`config.mk`:
```
export PLATFORM = sky130hd
export DESIGN_NAME = osc_ctrl
export DESIGN_NICKNAME = d
export VERILOG_FILES = /design/src/rtl/osc_ctrl_pkg.sv /design/src/rtl/osc_ctrl.sv /design/src/rtl/sync_bank.sv
export SDC_FILE = /design/constraint.sdc
export NUM_CORES = 1
export LEC_CHECK = 0
export BUFFER_PORTS_ARGS = -buffer_cell sky130_fd_sc_hd__buf_2
export CORE_MARGIN = 5
export CORE_UTILIZATION = 46
export DETAILED_ROUTE_END_ITERATION = 8
export PLACE_DENSITY = 0.79
export SLEW_MARGIN = 20
export SYNTH_ARGS = -nofsm -noshare
export SYNTH_HDL_FRONTEND = slang
export SYNTH_SLANG_ARGS = --single-unit
```
`constraint.sdc`:
```
create_clock -name pclk -period 2.3 [get_ports pclk]
set_input_delay 0.575 -clock pclk [delete_from_list [all_inputs] [get_ports pclk]]
set_output_delay 0.575 -clock pclk [all_outputs]
set_load 0.005 [all_outputs]
```
`src/rtl/osc_ctrl_pkg.sv`:
```
// Constants and types shared by the oscillator control register block.
// Assumes a 32-bit APB register bus and a 100 MHz register clock.
package osc_ctrl_pkg;

    // ------------------------------------------------------------------
    // Types
    // ------------------------------------------------------------------
    typedef logic [2:0] src_t;

    // ------------------------------------------------------------------
    // Register map
    // ------------------------------------------------------------------
    localparam int ADDR_W = 12;
    localparam int DATA_W = 32;
    localparam logic [11:0] OSC_CTRL_OFFSET = 12'h000;
    localparam int REG_W = 16;

    // ------------------------------------------------------------------
    // Field positions inside oscillator_control
    // ------------------------------------------------------------------
    localparam int CUR_SRC_LSB = 12;
    localparam int REQ_SRC_LSB = 8;
    localparam int FREEZE_BIT = 7;
    localparam int PLL_LOCK_BIT = 5;
    localparam int FAIL_BIT = 3;
    localparam int SEC_EN_BIT = 1;
    localparam int SWITCH_BIT = 0;

    // ------------------------------------------------------------------
    // Source encodings
    // ------------------------------------------------------------------
    localparam src_t SRC_RSVD0 = 3'h0;
    localparam src_t SRC_FAST_RC_PLL = 3'h1;
    localparam src_t SRC_PRIMARY = 3'h2;
    localparam src_t SRC_PRIMARY_PLL = 3'h3;
    localparam src_t SRC_SECONDARY = 3'h4;
    localparam src_t SRC_SLOW_RC = 3'h5;
    localparam src_t SRC_RSVD6 = 3'h6;
    localparam src_t SRC_FAST_RC = 3'h7;

    // ------------------------------------------------------------------
    // Reset values and timing
    // ------------------------------------------------------------------
    localparam src_t SRC_RESET = SRC_FAST_RC;
    localparam logic FREEZE_RESET = 1'b0;
    localparam logic SEC_EN_RESET = 1'b0;
    localparam logic SWITCH_RESET = 1'b0;
    localparam logic FAIL_RESET = 1'b0;
    // Cycles after reset release before the synchronised straps are trusted.
    localparam logic [1:0] CFG_SETTLE_CYCLES = 2'h3;
    localparam int SYNC_W = 7;

endpackage

```
`src/rtl/osc_ctrl.sv`:
```
// Oscillator control register with APB access and clock-switch sequencing.
// Assumes a clock generator that follows sel_source while switch_busy is
// high and answers with a level on switch_ack; strap, status and ack pins are asynchronous.
//
// Summary of operation
// - Read-only field reports active oscillator source.
// - Requested source field writable, loaded from straps.
// - Lock bit follows PLL lock status.
// - Freeze with switch config one refuses source, switch and freeze changes.
// - Secondary oscillator enable bit, resets low.
// - Initial source from straps, default fast RC.
`timescale 1ns/1ps
module osc_ctrl (
    // Clock and reset
    input wire logic pclk,
    input wire logic presetn,
    // APB slave
    input wire logic psel,
    input wire logic penable,
    input wire logic pwrite,
    input wire logic [osc_ctrl_pkg::ADDR_W-1:0] paddr,
    input wire logic [osc_ctrl_pkg::DATA_W-1:0] pwdata,
    output logic [osc_ctrl_pkg::DATA_W-1:0] prdata,
    output logic pready,
    output logic pslverr,
    // Nonvolatile configuration straps
    input wire osc_ctrl_pkg::src_t initial_source_config,
    input wire logic switch_config_bit,
    // Clock system status
    input wire logic pll_lock_in,
    input wire logic clock_fail_in,
    // Clock generator handshake
    output osc_ctrl_pkg::src_t sel_source,
    output logic switch_busy,
    input wire logic switch_ack,
    // Secondary oscillator control
    output logic secondary_osc_enable
);
    import osc_ctrl_pkg::*;

    // ------------------------------------------------------------------
    // Declarations
    // ------------------------------------------------------------------
    typedef enum {ST_IDLE, ST_SWITCH, ST_RELEASE} sw_state_e;

    sw_state_e sw_state_r;
    logic [SYNC_W-1:0] pins_async;
    logic [SYNC_W-1:0] pins_sync;
    src_t cfg_src;
    logic cfg_switch_cfg;
    logic pll_lock_s;
    logic fail_s;
    logic ack_s;
    logic fail_prev_r;
    logic [1:0] settle_r;
    logic cfg_loaded_r;
    logic load_cfg;
    src_t cur_src_r;
    src_t req_src_r;
    src_t target_r;
    logic freeze_r;
    logic pll_lock_r;
    logic fail_flag_r;
    logic sec_en_r;
    logic switch_req_r;
    logic busy_r;
    logic [DATA_W-1:0] prdata_r;
    logic pready_r;
    logic pslverr_r;
    logic addr_hit;
    logic wr_en;
    logic frozen;
    logic switch_done;
    logic switch_drop;

    // ------------------------------------------------------------------
    // Helper functions
    // ------------------------------------------------------------------
    // Reserved codes in a software request must never reach the clock multiplexer; strap codes load unchecked.
    function automatic logic src_valid(input src_t s);
        src_valid = (s != SRC_RSVD0) && (s != SRC_RSVD6);
    endfunction

    // Assembles the visible register word; unimplemented bits read zero.
    function automatic logic [DATA_W-1:0] reg_word(
        input src_t cur,
        input src_t req,
        input logic frz,
        input logic lck,
        input logic fail,
        input logic sec,
        input logic sw
    );
        logic [DATA_W-1:0] w;
        w = '0;
        w[CUR_SRC_LSB +: 3] = cur;
        w[REQ_SRC_LSB +: 3] = req;
        w[FREEZE_BIT] = frz;
        w[PLL_LOCK_BIT] = lck;
        w[FAIL_BIT] = fail;
        w[SEC_EN_BIT] = sec;
        w[SWITCH_BIT] = sw;
        reg_word = w;
    endfunction

    // ------------------------------------------------------------------
    // Pin synchronisation
    // ------------------------------------------------------------------
    assign pins_async = {initial_source_config, switch_config_bit, pll_lock_in,
                         clock_fail_in, switch_ack};

    sync_bank #(
        .WIDTH(SYNC_W)
    ) u_sync (
        .pclk(pclk),
        .presetn(presetn),
        .async_in(pins_async),
        .sync_out(pins_sync)
    );

    assign cfg_src = pins_sync[6:4];
    assign cfg_switch_cfg = pins_sync[3];
    assign pll_lock_s = pins_sync[2];
    assign fail_s = pins_sync[1];
    assign ack_s = pins_sync[0];

    // ------------------------------------------------------------------
    // Strap capture after reset release
    // ------------------------------------------------------------------
    // Straps are caught by the clock, not by the reset, after the
    // synchronisers have filled; until then the reset default stands.
    always_ff @(posedge pclk or negedge presetn) begin
        if (!presetn) begin
            settle_r <= '0;
            cfg_loaded_r <= 1'b0;
        end else if (!cfg_loaded_r) begin
            if (settle_r == CFG_SETTLE_CYCLES) begin
                cfg_loaded_r <= 1'b1;
            end else begin
                settle_r <= settle_r + 2'h1;
            end
        end
    end

    assign load_cfg = !cfg_loaded_r && (settle_r == CFG_SETTLE_CYCLES);

    // ------------------------------------------------------------------
    // APB decode
    // ------------------------------------------------------------------
    assign addr_hit = (paddr == OSC_CTRL_OFFSET);
    assign wr_en = psel && penable && pready_r && pwrite && addr_hit;
    // Changes to source selection are locked out while frozen on a part
    // strapped to forbid switching.
    assign frozen = freeze_r && cfg_switch_cfg;

    // One wait state: pready rises on the second access cycle, so every
    // output of the slave can come straight from a flip-flop.
    always_ff @(posedge pclk or negedge presetn) begin
        if (!presetn) begin
            pready_r <= 1'b0;
            pslverr_r <= 1'b0;
            prdata_r <= '0;
        end else begin
            pready_r <= psel && penable && !pready_r;
            pslverr_r <= psel && penable && !pready_r && !addr_hit;
            if (psel && penable && !pready_r && !pwrite && addr_hit) begin
                prdata_r <= reg_word(cur_src_r, req_src_r, freeze_r, pll_lock_r,
                                     fail_flag_r, sec_en_r, switch_req_r);
            end else if (!(psel && penable)) begin
                prdata_r <= '0;
            end
        end
    end

    // ------------------------------------------------------------------
    // Requested source field
    // ------------------------------------------------------------------
    // Writes are ignored while frozen and while a switch is pending, so
    // the field never disagrees with the target the sequencer latched.
    always_ff @(posedge pclk or negedge presetn) begin
        if (!presetn) begin
            req_src_r <= SRC_RESET;
        end else if (load_cfg) begin
            req_src_r <= cfg_src;
        end else if (wr_en && !frozen && !switch_req_r) begin
            req_src_r <= pwdata[REQ_SRC_LSB +: 3];
        end
    end

    // ------------------------------------------------------------------
    // Freeze bit
    // ------------------------------------------------------------------
    // Once frozen on a locked part, software cannot unfreeze; only reset or a low switch_config_bit can.
    always_ff @(posedge pclk or negedge presetn) begin
        if (!presetn) begin
            freeze_r <= FREEZE_RESET;
        end else if (wr_en && !frozen) begin
            freeze_r <= pwdata[FREEZE_BIT];
        end
    end

    // ------------------------------------------------------------------
    // Secondary oscillator enable
    // ------------------------------------------------------------------
    always_ff @(posedge pclk or negedge presetn) begin
        if (!presetn) begin
            sec_en_r <= SEC_EN_RESET;
        end else if (wr_en) begin
            sec_en_r <= pwdata[SEC_EN_BIT];
        end
    end

    // ------------------------------------------------------------------
    // PLL lock status
    // ------------------------------------------------------------------
    // The generator holds the lock input low when the PLL is disabled.
    always_ff @(posedge pclk or negedge presetn) begin
        if (!presetn) begin
            pll_lock_r <= 1'b0;
        end else begin
            pll_lock_r <= pll_lock_s;
        end
    end

    // ------------------------------------------------------------------
    // Clock fail flag
    // ------------------------------------------------------------------
    // Set on a rising fail indication, cleared by writing zero; a new
    // failure in the clearing cycle wins so no event is lost.
    always_ff @(posedge pclk or negedge presetn) begin
        if (!presetn) begin
            fail_prev_r <= 1'b0;
            fail_flag_r <= FAIL_RESET;
        end else begin
            fail_prev_r <= fail_s;
            if (fail_s && !fail_prev_r) begin
                fail_flag_r <= 1'b1;
            end else if (wr_en && !pwdata[FAIL_BIT]) begin
                fail_flag_r <= 1'b0;
            end
        end
    end

    // ------------------------------------------------------------------
    // Switch request bit
    // ------------------------------------------------------------------
    // Software can only set the request; hardware clears it at the end of
    // the switch, or at once if the target code is reserved.
    assign switch_done = (sw_state_r == ST_SWITCH) && ack_s;
    assign switch_drop = (sw_state_r == ST_IDLE) && switch_req_r && cfg_loaded_r
                         && !src_valid(req_src_r);

    always_ff @(posedge pclk or negedge presetn) begin
        if (!presetn) begin
            switch_req_r <= SWITCH_RESET;
        end else if (switch_done || switch_drop) begin
            switch_req_r <= 1'b0;
        end else if (wr_en && !frozen && pwdata[SWITCH_BIT]) begin
            switch_req_r <= 1'b1;
        end
    end

    // ------------------------------------------------------------------
    // Switch sequencer
    // ------------------------------------------------------------------
    // Four-phase handshake with the generator: busy up, ack up, busy down,
    // ack down. Waiting for ack low keeps back-to-back switches apart.
    always_ff @(posedge pclk or negedge presetn) begin
        if (!presetn) begin
            sw_state_r <= ST_IDLE;
            busy_r <= 1'b0;
            target_r <= SRC_RESET;
        end else begin
            unique case (sw_state_r)
                ST_IDLE: begin
                    if (load_cfg) begin
                        target_r <= cfg_src;
                    end else if (switch_req_r && cfg_loaded_r && src_valid(req_src_r)) begin
                        target_r <= req_src_r;
                        busy_r <= 1'b1;
                        sw_state_r <= ST_SWITCH;
                    end
                end
                ST_SWITCH: begin
                    if (ack_s) begin
                        busy_r <= 1'b0;
                        sw_state_r <= ST_RELEASE;
                    end
                end
                ST_RELEASE: begin
                    if (!ack_s) begin
                        sw_state_r <= ST_IDLE;
                    end
                end
            endcase
        end
    end

    // ------------------------------------------------------------------
    // Current source field
    // ------------------------------------------------------------------
    // Follows the target once the generator confirms the change; after reset the straps load it directly.
    always_ff @(posedge pclk or negedge presetn) begin
        if (!presetn) begin
            cur_src_r <= SRC_RESET;
        end else if (load_cfg) begin
            cur_src_r <= cfg_src;
        end else if (switch_done) begin
            cur_src_r <= target_r;
        end
    end

    // ------------------------------------------------------------------
    // Outputs
    // ------------------------------------------------------------------
    assign prdata = prdata_r;
    assign pready = pready_r;
    assign pslverr = pslverr_r;
    assign sel_source = target_r;
    assign switch_busy = busy_r;
    assign secondary_osc_enable = sec_en_r;

endmodule

```
`src/rtl/sync_bank.sv`:
```
// Bank of two-flop synchronisers for pins that arrive from outside pclk.
// Assumes each bit is an independent level; no multi-bit coherence is given.
`timescale 1ns/1ps
module sync_bank #(
    parameter int WIDTH = 1
) (
    // Clock and reset
    input wire logic pclk,
    input wire logic presetn,
    // Asynchronous levels in, synchronised levels out
    input wire logic [WIDTH-1:0] async_in,
    output logic [WIDTH-1:0] sync_out
);

    // ------------------------------------------------------------------
    // Two-stage capture
    // ------------------------------------------------------------------
    logic [WIDTH-1:0] meta_r;
    logic [WIDTH-1:0] stable_r;

    // The first stage feeds only the second, so metastability cannot spread.
    always_ff @(posedge pclk or negedge presetn) begin
        if (!presetn) begin
            meta_r <= '0;
            stable_r <= '0;
        end else begin
            meta_r <= async_in;
            stable_r <= meta_r;
        end
    end

    assign sync_out = stable_r;

endmodule

```
### Yosys cells after proc, flatten, opt, wreduce, memory -nomap -nowiden

Index checks and enable logic that the tools add are counted.

* register bits: 99
* input port bits: 56

* multiplexer cells: 23
* bitwise operators: 2
* reductions and logical operators: 46
* equal/unequal tests: 10
* add/sub/neg operators: 1

Operators by type and width (number)
* $mux W32: 6
* $pmux W32 S3: 1
* $eq A32 B2 Y1 const B: 2
* $logic_not A32 Y1: 2
* $eq A32 B1 Y1 const B: 1
* $logic_and A1 B1 Y1: 22
* $mux W3: 6
* $logic_not A12 Y1: 1
* $reduce_bool A2 Y1: 6
* $logic_not A1 Y1: 9
* $mux W1: 9
* $reduce_and A4 Y1: 2
* $ne A2 B2 Y1 const B: 3
* $ne A2 B1 Y1 const B: 2
* $reduce_and A2 Y1: 2
* $ne A3 B3 Y1 const B: 1
* $reduce_bool A3 Y1: 1
* $add A2 B1 Y2 const B: 1
* $eq A2 B2 Y1 const B: 1
* $not A1 Y1: 2
* $pmux W1 S2: 1
* $logic_or A1 B1 Y1: 1

### Logic depth before layout (Yosys ltp)

Gate-level depths: netlist (run 1).

* word-level depth: 8
* mapped depth: 5

### Cells and area by module

From an unflattened synthesis (run 1), not the netlist that was laid out.

* cells, all modules: 181
* area total of the unflattened synthesis: 2064.5 um^2

Modules (own cells, without submodules)
* osc_ctrl: seq. area each 862.1 um^2, area each 1714.1 um^2, cells an instance 167, times used 1
* sync_bank: seq. area each 350.3 um^2, area each 350.3 um^2, cells an instance 14, times used 1

### Least setup slack after synthesis (run 1)

OpenSTA, ideal clock, no wires.

* path type: input-to-reg
* start: input port paddr[9] (netlist name)
* end: register fail_flag_r
* setup slack: 0.277 ns
* setup time: 0.123 ns
* data required time: 2.177 ns
* path buffers: 0
* stages: 4
* data arrival time: 1.899 ns
* path through: or4_4 -> or4_4 -> o21ai_1 -> o21ai_1

* word-level cells in the longest chain between the ends: 4

RTL lines
* start: declaration: line osc_ctrl.sv:21 `input wire logic [osc_ctrl_pkg::ADDR_W-1:0] paddr,`
* $logic_not A12 Y1: line osc_ctrl.sv:150 `assign addr_hit = (paddr == OSC_CTRL_OFFSET);`
* $logic_and A1 B1 Y1: line osc_ctrl.sv:151 `assign wr_en = psel && penable && pready_r && pwrite && addr_hit;`
* $logic_and A1 B1 Y1: line osc_ctrl.sv:238 `end else if (wr_en && !pwdata[FAIL_BIT]) begin`
* $reduce_bool A2 Y1 (no line)
* end signal: assignment: line osc_ctrl.sv:233 `fail_flag_r <= FAIL_RESET;`
* end signal: assignment: line osc_ctrl.sv:237 `fail_flag_r <= 1'b1;`
* end signal: assignment: line osc_ctrl.sv:239 `fail_flag_r <= 1'b0;`
* end: declaration: line osc_ctrl.sv:63 `logic fail_flag_r;`

Every way passes these cells.
A chain may end at the register's enable or synchronous reset.

### Worst setup path in the final report (run 1)

Ends and elaborated chain as after synthesis.

==> results of run 1 <==
-- state kept, by name (all words and copies together), names as in the netlist, 2 cells and up --
name / flops
prdata: 11
u_sync.meta_r: 7
u_sync.sync_out: 7
cur_src_r: 3
req_src_r: 3
sel_source: 3
settle_r: 2
sw_state_r: 2
-- per-layer routing --
layer / global-route usage, % / vias up / part of all wire [%]
met4: 6.36 / 0 / 2.8
met2: 24.4 / 49 / 52
met1: 15.0 / 666 / 38
li1: - / 689 / -
met3: 4.68 / 10 / 7.1
met5: 0 / - / 0
-- cells in the final DEF (no fill, tap or decap), types with 3 or more instances in the layout --
master     instances
a21oi_1            4
a2bb2oi_1          3
a31oi_1            4
buf_2             48
buf_4              4
clkbuf_8           5
conb_1            21
dfrtp_1           39
dfstp_2            9
ha_1               5
inv_1              5
mux2i_1            4
nand2_1           30
nand4b_1           3
nor2_1             5
o21ai_0           11
o21ai_1            6
o22ai_1            3
or4_4              4
-- power by group --
part,leakage [uW],internal (uW),switching [uW]
combinational,0.000540,137,159
sequential,0.000574,945,49.9
clock,0.0000552,322,263
-- final cells by class --
class | count | area, um2
multi-input combinational | 123 | 733
inverter | 5 | 18.8
fill | 380 | 1950
timing repair buffer | 52 | 270
clock buffer | 6 | 72.6
clock inverter | 2 | 35.0
tap | 52 | 65.1
sequential | 48 | 1210
-- per-stage QoR --
step	utilization (%)	worst slack (ns)	area [um2]
5_1_grt	55.3	0.334	2410
6_report	55.3	0.415	2410
2_1_floorplan	-	0.277	2140
3_5_place_dp	52.8	0.0995	2300
3_3_place_gp	52.8	0.112	2300
4_1_cts	55.3	0.422	2410
-- cells by family after synthesis --
logic type | synth area share, %
other | 0.182
buffers and inverters | 9.39
XOR/XNOR | 0.849
flip-flops | 58.7
AO/OA/AOI/OAI | 10.5
multiplexers | 3.03
AND/OR/NAND/NOR | 14.3
adder cells (fa/ha/maj) | 3.03
-- cell usage after synthesis, types with 2 or more instances --
master	instances
nand3_1	2
a31oi_1	4
mux2_2	2
o22ai_1	3
a21oi_1	4
o21ai_0	11
nand2_1	30
ha_1	5
a2bb2oi_1	3
dfstp_2	9
xor2_1	2
dfrtp_1	39
mux2i_1	4
nand2b_1	2
buf_4	21
nor2b_1	2
o21ai_1	6
nand4b_1	3
or4_4	4
nor2_1	5
inv_1	5
buf_2	2
-- critical path, cell delays in order --
cell and delay, ns:
buf_2 0.10, or4_4 0.57, or4_4 0.60, o21ai_1 0.14
o21ai_1 0.07
-- final timing paths --
check / from / cells after the start / endpoint / slack, ns
max: paddr[9] / 5 / fail_flag_r$_DFFE_PN0P_ / 0.41
min: presetn / 1 / secondary_osc_enable$_DFFE_PN0P_ / 0.25
max reg2reg: req_src_r[2]$_DFFE_PN1P_ / 4 / sw_state_r[1]$_DFFE_PN0P_ / 0.48
min reg2reg: u_sync.meta_r[4]$_DFF_PN0_ / 0 / u_sync.sync_out[4]$_DFF_PN0_ / 0.35
max in group asynchronous: presetn / 2 / sel_source[1]$_DFFE_PN1P_ / 1.40
min in group pclk: u_sync.meta_r[4]$_DFF_PN0_ / 0 / u_sync.sync_out[4]$_DFF_PN0_ / 0.35
==> flow_metrics.py, run 1 <==
metrics = {
    "run_status": {
        "status": "completed",
    },
    "synthesis": {
        "yosys.area.top_type": "dfrtp_1",
        "yosys_most_used_dff": "dfrtp_1",
        "netlist_instances": 181,
        "ys_ff_latch": 48,
        "synth_edf_count": 0,
        "async_flop_share_pct": 100,
        "synth-seq-area-share_pct": 58.7,
        "synth_area_leaders": "dfrtp_1, dfstp_2, buf_4",
        "ys_warn_count": 0,
        "netlist_area_um2": 2060,
        "avgSynthCellArea_um2": 11.4,
        "ys_types": 35,
        "yosys.area.top_type_share_pct": 47.3,
    },
    "clock_tree": {
        "htree_levels": 2,
        "ctsLongestPathBuffers": 2,
        "clock_sinks": 48,
        "root_buffer": "clkbuf_8",
        "cts_resized": 0,
        "clkLatencyLatePin_ns": 0.30,
        "cts_tree": "yes",
        "hold_buffers": 0,
        "post_cts_buffers": 0,
        "clk_pin_slew_ns": 0.08,
        "cts_buffers": 5,
    },
    "sta": {
        "layout_worst_path_cycle_share_pct": 82.0,
        "hold_violations": 0,
        "skew_ns": 0.00674,
        "worst_pin_slew_ns": 0.542,
        "fin_hold_ws_ns": 0.254,
        "max-slew-margin-rel_pct": 63.8,
        "setup_tns_ns": 0,
        "max_freq_mhz": 530,
        "period_minus_slack_ns": 1.89,
        "slew_viol_final": 0,
        "setup_viol": 0,
        "rsz0062_at_grt": "false",
    },
    "power": {
        "p_leak_uw": 0.00117,
        "ir_worst_vdd_v": 0.000359,
        "power.total_uw": 1880,
        "p_per_area_nw_per_um2": 779,
    },
    "setup_path": {
        "worst_ep_arrival_time_ns": 2.07,
        "crit_path_max_fanout": 6,
        "crit_path_start_kind": "input port",
        "cp.required_ns": 2.49,
        "endpoint_kind": "flip-flop",
        "worstSetupPathType": "in -> reg",
    },
    "floorplan": {
        "start_util_pct": 47.4,
        "io_pins": 95,
        "num_rows": 24,
        "fp.dieArea_um2": 5930,
        "die_height_um": 77.0,
        "coreArea_um2": 4350,
        "die_w_um": 77.0,
    },
    "grt": {
        "grt_max_degree": 27,
        "grt_overflow": 0,
        "grt.total_usage_pct": 13.9,
        "grt_pass1_wl_um": 6520,
        "grt_pass1_vias": 1462,
        "antenna_found_initial": 0,
    },
    "detailed_routing": {
        "wl_per_cell_um": 13.3,
        "drc": 0,
        "drt_iter0_markers": 54,
        "vias": 1414,
        "first_pass_iters": 4,
        "wl_um": 3830,
        "ant_nets": 0,
        "via_per_inst": 4.91,
    },
    "final_layout": {
        "nets": 296,
        "n_antenna_cell": 0,
        "fin_cells": 288,
        "layout-area-overhead-vs-synth_pct": 16.6,
        "layout-drive-gt1-share_pct": 32.2,
    },
    "worst_hold_path": {
        "min_path_type": "in -> async",
    },
    "job": {
        "cap_violations": 0,
    },
    "placement": {
        "dp_cells": 280,
        "dpl.hpwl_um": 2970,
        "place_congestion": 0.853,
        "io_buffers": 48,
    },
}
(Power assumes the default switching activity.)
==> run 2, diff against run 1 <==
==> constraint.sdc (replaced) <==
create_clock -name pclk -period 1.9 [get_ports pclk]
set_input_delay 0.475 -clock pclk [delete_from_list [all_inputs] [get_ports pclk]]
set_output_delay 0.475 -clock pclk [all_outputs]
set_load 0.005 [all_outputs]
==> run 2 against run 1 <==
Effect of this change: power grew 19%; core utilization increased by 0.95 points; global-route usage is 0.93 points lower; sequential power up 21%; via count is 1.6% lower; worst hold slack worse by 0.16 ns; routed wire length decreased by 4.7%; critical endpoint is now sw_state_r[1]$_DFFE_PN0P_; largest cell class unchanged; largest power group unchanged.
==> flow_metrics.py, run 2 (synthesis gave the netlist of run 1 again) <==
metrics = {
    "final_layout": {
        "layout-area-overhead-vs-synth_pct": 18.6,
        "largest_register_ffs": 11,
        "multiInputGateArea_um2": 739,
        "final_cell_mix": "buf_2, dfrtp_1, nand2_1",
        "layout-drive-gt1-share_pct": 33.8,
        "fillers": 366,
        "final_common_cell": "buf_2",
        "final_util_pct": 56.2,
        "nets": 300,
        "seqCellArea_um2": 1210,
        "fin_area_um2": 2450,
        "n_antenna_cell": 0,
    },
    "power": {
        "p_int_uw": 1660,
        "seqPwrFrac_pct": 53.9,
        "p_sw_share_pct": 25.6,
        "p_sw_uw": 570,
        "ir_worst_vdd_v": 0.000631,
        "clkPwrFrac_pct": 28.9,
        "comb_power_share_pct": 17.2,
        "p_per_area_nw_per_um2": 909,
        "p_leak_uw": 0.00119,
        "power.total_uw": 2230,
    },
    "floorplan": {
        "fp.dieArea_um2": 5930,
        "coreArea_um2": 4350,
        "num_rows": 24,
        "start_util_pct": 47.4,
        "io_pins": 95,
        "die_height_um": 77.0,
        "die_w_um": 77.0,
    },
    "sta": {
        "layout_worst_path_cycle_share_pct": 93.8,
        "rsz0062_at_grt": "false",
        "fin_hold_ws_ns": 0.0929,
        "setup_viol": 0,
        "hold_violations": 0,
        "slew_viol_final": 0,
        "max_freq_mhz": 561,
        "skew_ns": 0.00967,
        "period_minus_slack_ns": 1.78,
    },
    "clock_tree": {
        "root_buffer": "clkbuf_8",
        "clkLatencyLatePin_ns": 0.30,
        "cts_tree": "yes",
        "hold_buffers": 0,
        "post_cts_buffers": 0,
        "htree_levels": 2,
        "ctsLongestPathBuffers": 2,
        "clk_pin_slew_ns": 0.09,
        "cts_buffers": 5,
        "clock_sinks": 48,
    },
    "worst_hold_path": {
        "min_path_type": "in -> async",
    },
    "detailed_routing": {
        "dr_wl_met3_um": 280,
        "first_pass_iters": 4,
        "wl_met2_um": 1760,
        "wl_um": 3650,
        "ant_nets": 0,
        "via_per_inst": 4.77,
        "dr.max_layer_used": "met4",
        "met1_length_um": 1530,
        "vias": 1392,
        "drt_iter0_markers": 32,
        "wl_per_cell_um": 12.5,
        "drc": 0,
    },
    "grt": {
        "grt_max_degree": 23,
        "grt.total_usage_pct": 13.0,
        "antenna_found_initial": 0,
        "grt_overflow": 0,
        "grt_pass1_wl_um": 6310,
        "grt_pass1_vias": 1448,
    },
    "setup_path": {
        "setup.worst_path.start": "req_src_r[1]$_DFFE_PN1P_",
        "endpoint_kind": "flip-flop",
        "reg2reg_from": "req_src_r[1]$_DFFE_PN1P_",
        "crit_path_max_fanout": 2,
        "crit_slowest_cell": "dfstp_2",
        "worstSetupPathType": "reg -> reg",
        "worst_ep_arrival_time_ns": 1.96,
        "max_stage_delay_ns": 0.55,
        "crit_path_start_kind": "flip-flop",
        "cp.required_ns": 2.08,
        "crit_chain": "xor2_1, o211ai_1, a221oi_2, mux2_2",
        "path_buf_inv": 0,
        "cp_top_family": "flip-flops",
    },
    "placement": {
        "dpl.hpwl_um": 2880,
        "io_buffers": 48,
        "place_area_um2": 2340,
        "place_congestion": 0.876,
    },
    "run_status": {
        "status": "completed",
    },
    "job": {
        "cap_violations": 0,
    },
}
==> run 2: final cells by class <==
type	instances	share of cell area (%)
flip-flops and latches	48	49.5
multi-input cells	123	30.2
repair buffers	56	12.8
clock buffers	8	4.09
well taps	52	2.66
inverters	5	0.766
==> run 2: power groups by stage <==
stage,combinational [uW],clock (uW),sequential (uW)
2_1_floorplan,273,0,1210
3_3_place_gp,358,0,1220
3_5_place_dp,375,0,1220
4_1_cts,376,652,1200
5_1_grt,437,697,1220
6_report,382,644,1200
==> run 2: what timing repair did <==
item	in CTS	in global routing
hold endpoints to repair	0	0
resized for setup	0	1
endpoints found under the setup margin	0	1
==> run 2: per-stage QoR <==
stage | cells | setup WS, ns | setup TNS [ns]
after floorplan | 201 | -0.0202 | -0.0890
after detailed placement | 284 | -0.158 | -2.03
final | 292 | 0.119 | 0
after CTS | 292 | 0.0268 | 0
after global placement | 284 | -0.146 | -1.91
after global routing | 292 | 0.0244 | 0
==> run 2: per-layer routing <==
layer  vias to the layer above  track usage [%]
met5                         -                0
met4                         0             4.30
met3                        10             5.39
met2                        46             21.3
met1                       638             15.4
li1                        698                -
==> run 2: worst paths after layout <==
| path | cells past startpoint | to | slack, ns |
|---|---|---|---|
| setup / recovery | 4 | sw_state_r[1]$_DFFE_PN0P_ | 0.12 |
| hold / removal | 1 | u_sync.sync_out[1]$_DFF_PN0_ | 0.09 |
| setup reg to reg | 4 | sw_state_r[1]$_DFFE_PN0P_ | 0.12 |
| hold reg to reg | 0 | u_sync.sync_out[5]$_DFF_PN0_ | 0.35 |
| max in group asynchronous | 2 | req_src_r[0]$_DFFE_PN1P_ | 1.24 |
| min in group pclk | 1 | u_sync.meta_r[2]$_DFF_PN0_ | 0.28 |
==> run 3, diff against run 2 <==
--- a/config.mk
+++ b/config.mk
@@ -7,9 +7,8 @@
 export LEC_CHECK = 0
 export BUFFER_PORTS_ARGS = -buffer_cell sky130_fd_sc_hd__buf_2
 export CORE_MARGIN = 5
-export CORE_UTILIZATION = 46
+export CORE_UTILIZATION = 34
 export DETAILED_ROUTE_END_ITERATION = 8
-export PLACE_DENSITY = 0.79
 export SLEW_MARGIN = 20
 export SYNTH_ARGS = -nofsm -noshare
 export SYNTH_HDL_FRONTEND = slang
==> run 3 against run 2 <==
Effect of this change: critical path depth unchanged; largest power group unchanged; clock-buffer cell count decreased by 1; core utilization decreased by 14 points; power decreased by 1.4%; die area increased by 30%; routed wire length increased by 6.1%; worst hold slack improved by 0.049 ns; largest cell class unchanged; clock power decreased by 4.3%; cell count increased by 7.9%; critical endpoint unchanged.
==> flow_metrics.py, run 3 (synthesis gave the netlist of run 1 again) <==
metrics = {
    "clock_tree": {
        "root_buffer": "clkbuf_8",
        "clkLatencyLatePin_ns": 0.30,
        "clk_pin_slew_ns": 0.08,
        "cts_buffers": 5,
        "hold_buffers": 0,
        "htree_levels": 2,
        "ctsLongestPathBuffers": 2,
        "clock_sinks": 48,
        "cts_tree": "yes",
    },
    "final_layout": {
        "layout-area-overhead-vs-synth_pct": 19.7,
        "largest_register_ffs": 11,
        "layout-drive-gt1-share_pct": 33.8,
        "n_antenna_cell": 0,
        "nets": 300,
        "final_cell_mix": "buf_2, dfrtp_1, nand2_1",
        "final_common_cell": "buf_2",
    },
    "power": {
        "seqPwrFrac_pct": 54.7,
        "p_per_area_nw_per_um2": 888,
        "power.total_uw": 2190,
        "ir_worst_vdd_v": 0.000509,
        "p_sw_share_pct": 26.2,
        "clkPwrFrac_pct": 28.0,
        "p_leak_uw": 0.00118,
        "comb_power_share_pct": 17.3,
        "p_sw_uw": 575,
        "p_int_uw": 1620,
    },
    "floorplan": {
        "fp.dieArea_um2": 7730,
        "start_util_pct": 34.9,
        "die_height_um": 87.9,
        "io_pins": 95,
        "num_rows": 28,
        "coreArea_um2": 5920,
        "die_w_um": 87.9,
    },
    "detailed_routing": {
        "first_pass_iters": 4,
        "via_per_inst": 4.46,
        "ant_nets": 0,
        "wl_um": 3870,
        "drc": 0,
        "vias": 1406,
        "drt_iter0_markers": 90,
        "wl_per_cell_um": 12.3,
    },
    "sta": {
        "max_freq_mhz": 568,
        "hold_violations": 0,
        "fin_ws_ns": 0.139,
        "period_minus_slack_ns": 1.76,
        "setup_tns_ns": 0,
        "skew_ns": 0.00519,
        "rsz0062_at_grt": "false",
        "slew_viol_final": 0,
        "layout_worst_path_cycle_share_pct": 92.7,
        "setup_viol": 0,
    },
    "worst_hold_path": {
        "min_path_type": "in -> async",
    },
    "grt": {
        "grt_overflow": 0,
        "grt_max_degree": 49,
        "grt.total_usage_pct": 10.3,
        "grt_pass1_wl_um": 6080,
        "grt_pass1_vias": 1327,
        "antenna_found_initial": 0,
    },
    "setup_path": {
        "setup.worst_path.start": "req_src_r[1]$_DFFE_PN1P_",
        "endpoint_kind": "flip-flop",
        "crit_path_max_fanout": 2,
        "cp.required_ns": 2.08,
        "worst_ep_arrival_time_ns": 1.94,
        "reg2reg_from": "req_src_r[1]$_DFFE_PN1P_",
        "worstSetupPathType": "reg -> reg",
        "crit_path_start_kind": "flip-flop",
    },
    "run_status": {
        "status": "completed",
    },
    "placement": {
        "io_buffers": 48,
        "dpl.hpwl_um": 2940,
        "pre_cts_ws_ns": -0.167,
        "place_congestion": 0.837,
    },
    "job": {
        "cap_violations": 0,
    },
}
run 3: cell count changes in the layout (fill, tap and decap cells not counted):
cell        before  now
clkbuf_8         7    6
clkinvlp_4       0    1
run 3: power groups by stage:
stage	sequential, uW	clock (uW)	combinational [uW]
final	1200	616	379
after global routing	1210	682	438
after CTS	1200	643	378
after detailed placement	1220	0	376
after global placement	1220	0	362
after floorplan	1210	0	273
run 3: path summary, 6_finish.rpt:
check,end,slack [ns],depth (start not counted)
max,sw_state_r[1]$_DFFE_PN0P_,0.14,4
min,settle_r[1]$_DFFE_PN0P_,0.14,2
max reg2reg,sw_state_r[1]$_DFFE_PN0P_,0.14,4
min reg2reg,u_sync.sync_out[0]$_DFF_PN0_,0.35,0
max in group asynchronous,cur_src_r[2]$_DFFE_PN1P_,1.47,2
min in group pclk,u_sync.meta_r[5]$_DFF_PN0_,0.28,1
run 3: timing repair:
item                                    in CTS  in global routing
setup buffers                                0                  0
resized for setup                            0                  1
hold endpoints to repair                     0                  0
endpoints found under the setup margin       0                  1
run 3: per-stage QoR:
stage | hold slack, ns | area (um2) | cells | utilization [%]
5_1_grt | 0.150 | 2470 | 315 | 41.7
6_report | 0.142 | 2470 | 315 | 41.7
3_3_place_gp | 0.333 | 2370 | 307 | 40.0
4_1_cts | 0.145 | 2460 | 315 | 41.6
3_5_place_dp | 0.336 | 2370 | 307 | 40.0
2_1_floorplan | 0.179 | 2140 | 201 | -
run 3: cell type report:
cell class | count | area, um2
tap | 75 | 93.8
clock buffer | 7 | 86.3
timing repair buffer | 56 | 313
clock inverter | 1 | 7.51
inverter | 5 | 18.8
multi-input combinational | 123 | 739
sequential | 48 | 1210
fill | 595 | 3450
run 3: worst max-delay path, cell delays in order (launching register included):
cell and delay [ns]:
dfstp_2 0.54, xor2_1 0.25, o211ai_1 0.16, a221oi_2 0.33, mux2_2 0.37
run 3: metal layers:
layer / share of wire [%] / vias up / global-route usage (%)
li1: - / 699 / -
met1: 42 / 661 / 12.1
met2: 49 / 41 / 17.5
met3: 7.8 / 5 / 3.86
met4: 1.2 / 0 / 3.35
met5: 0 / - / 0
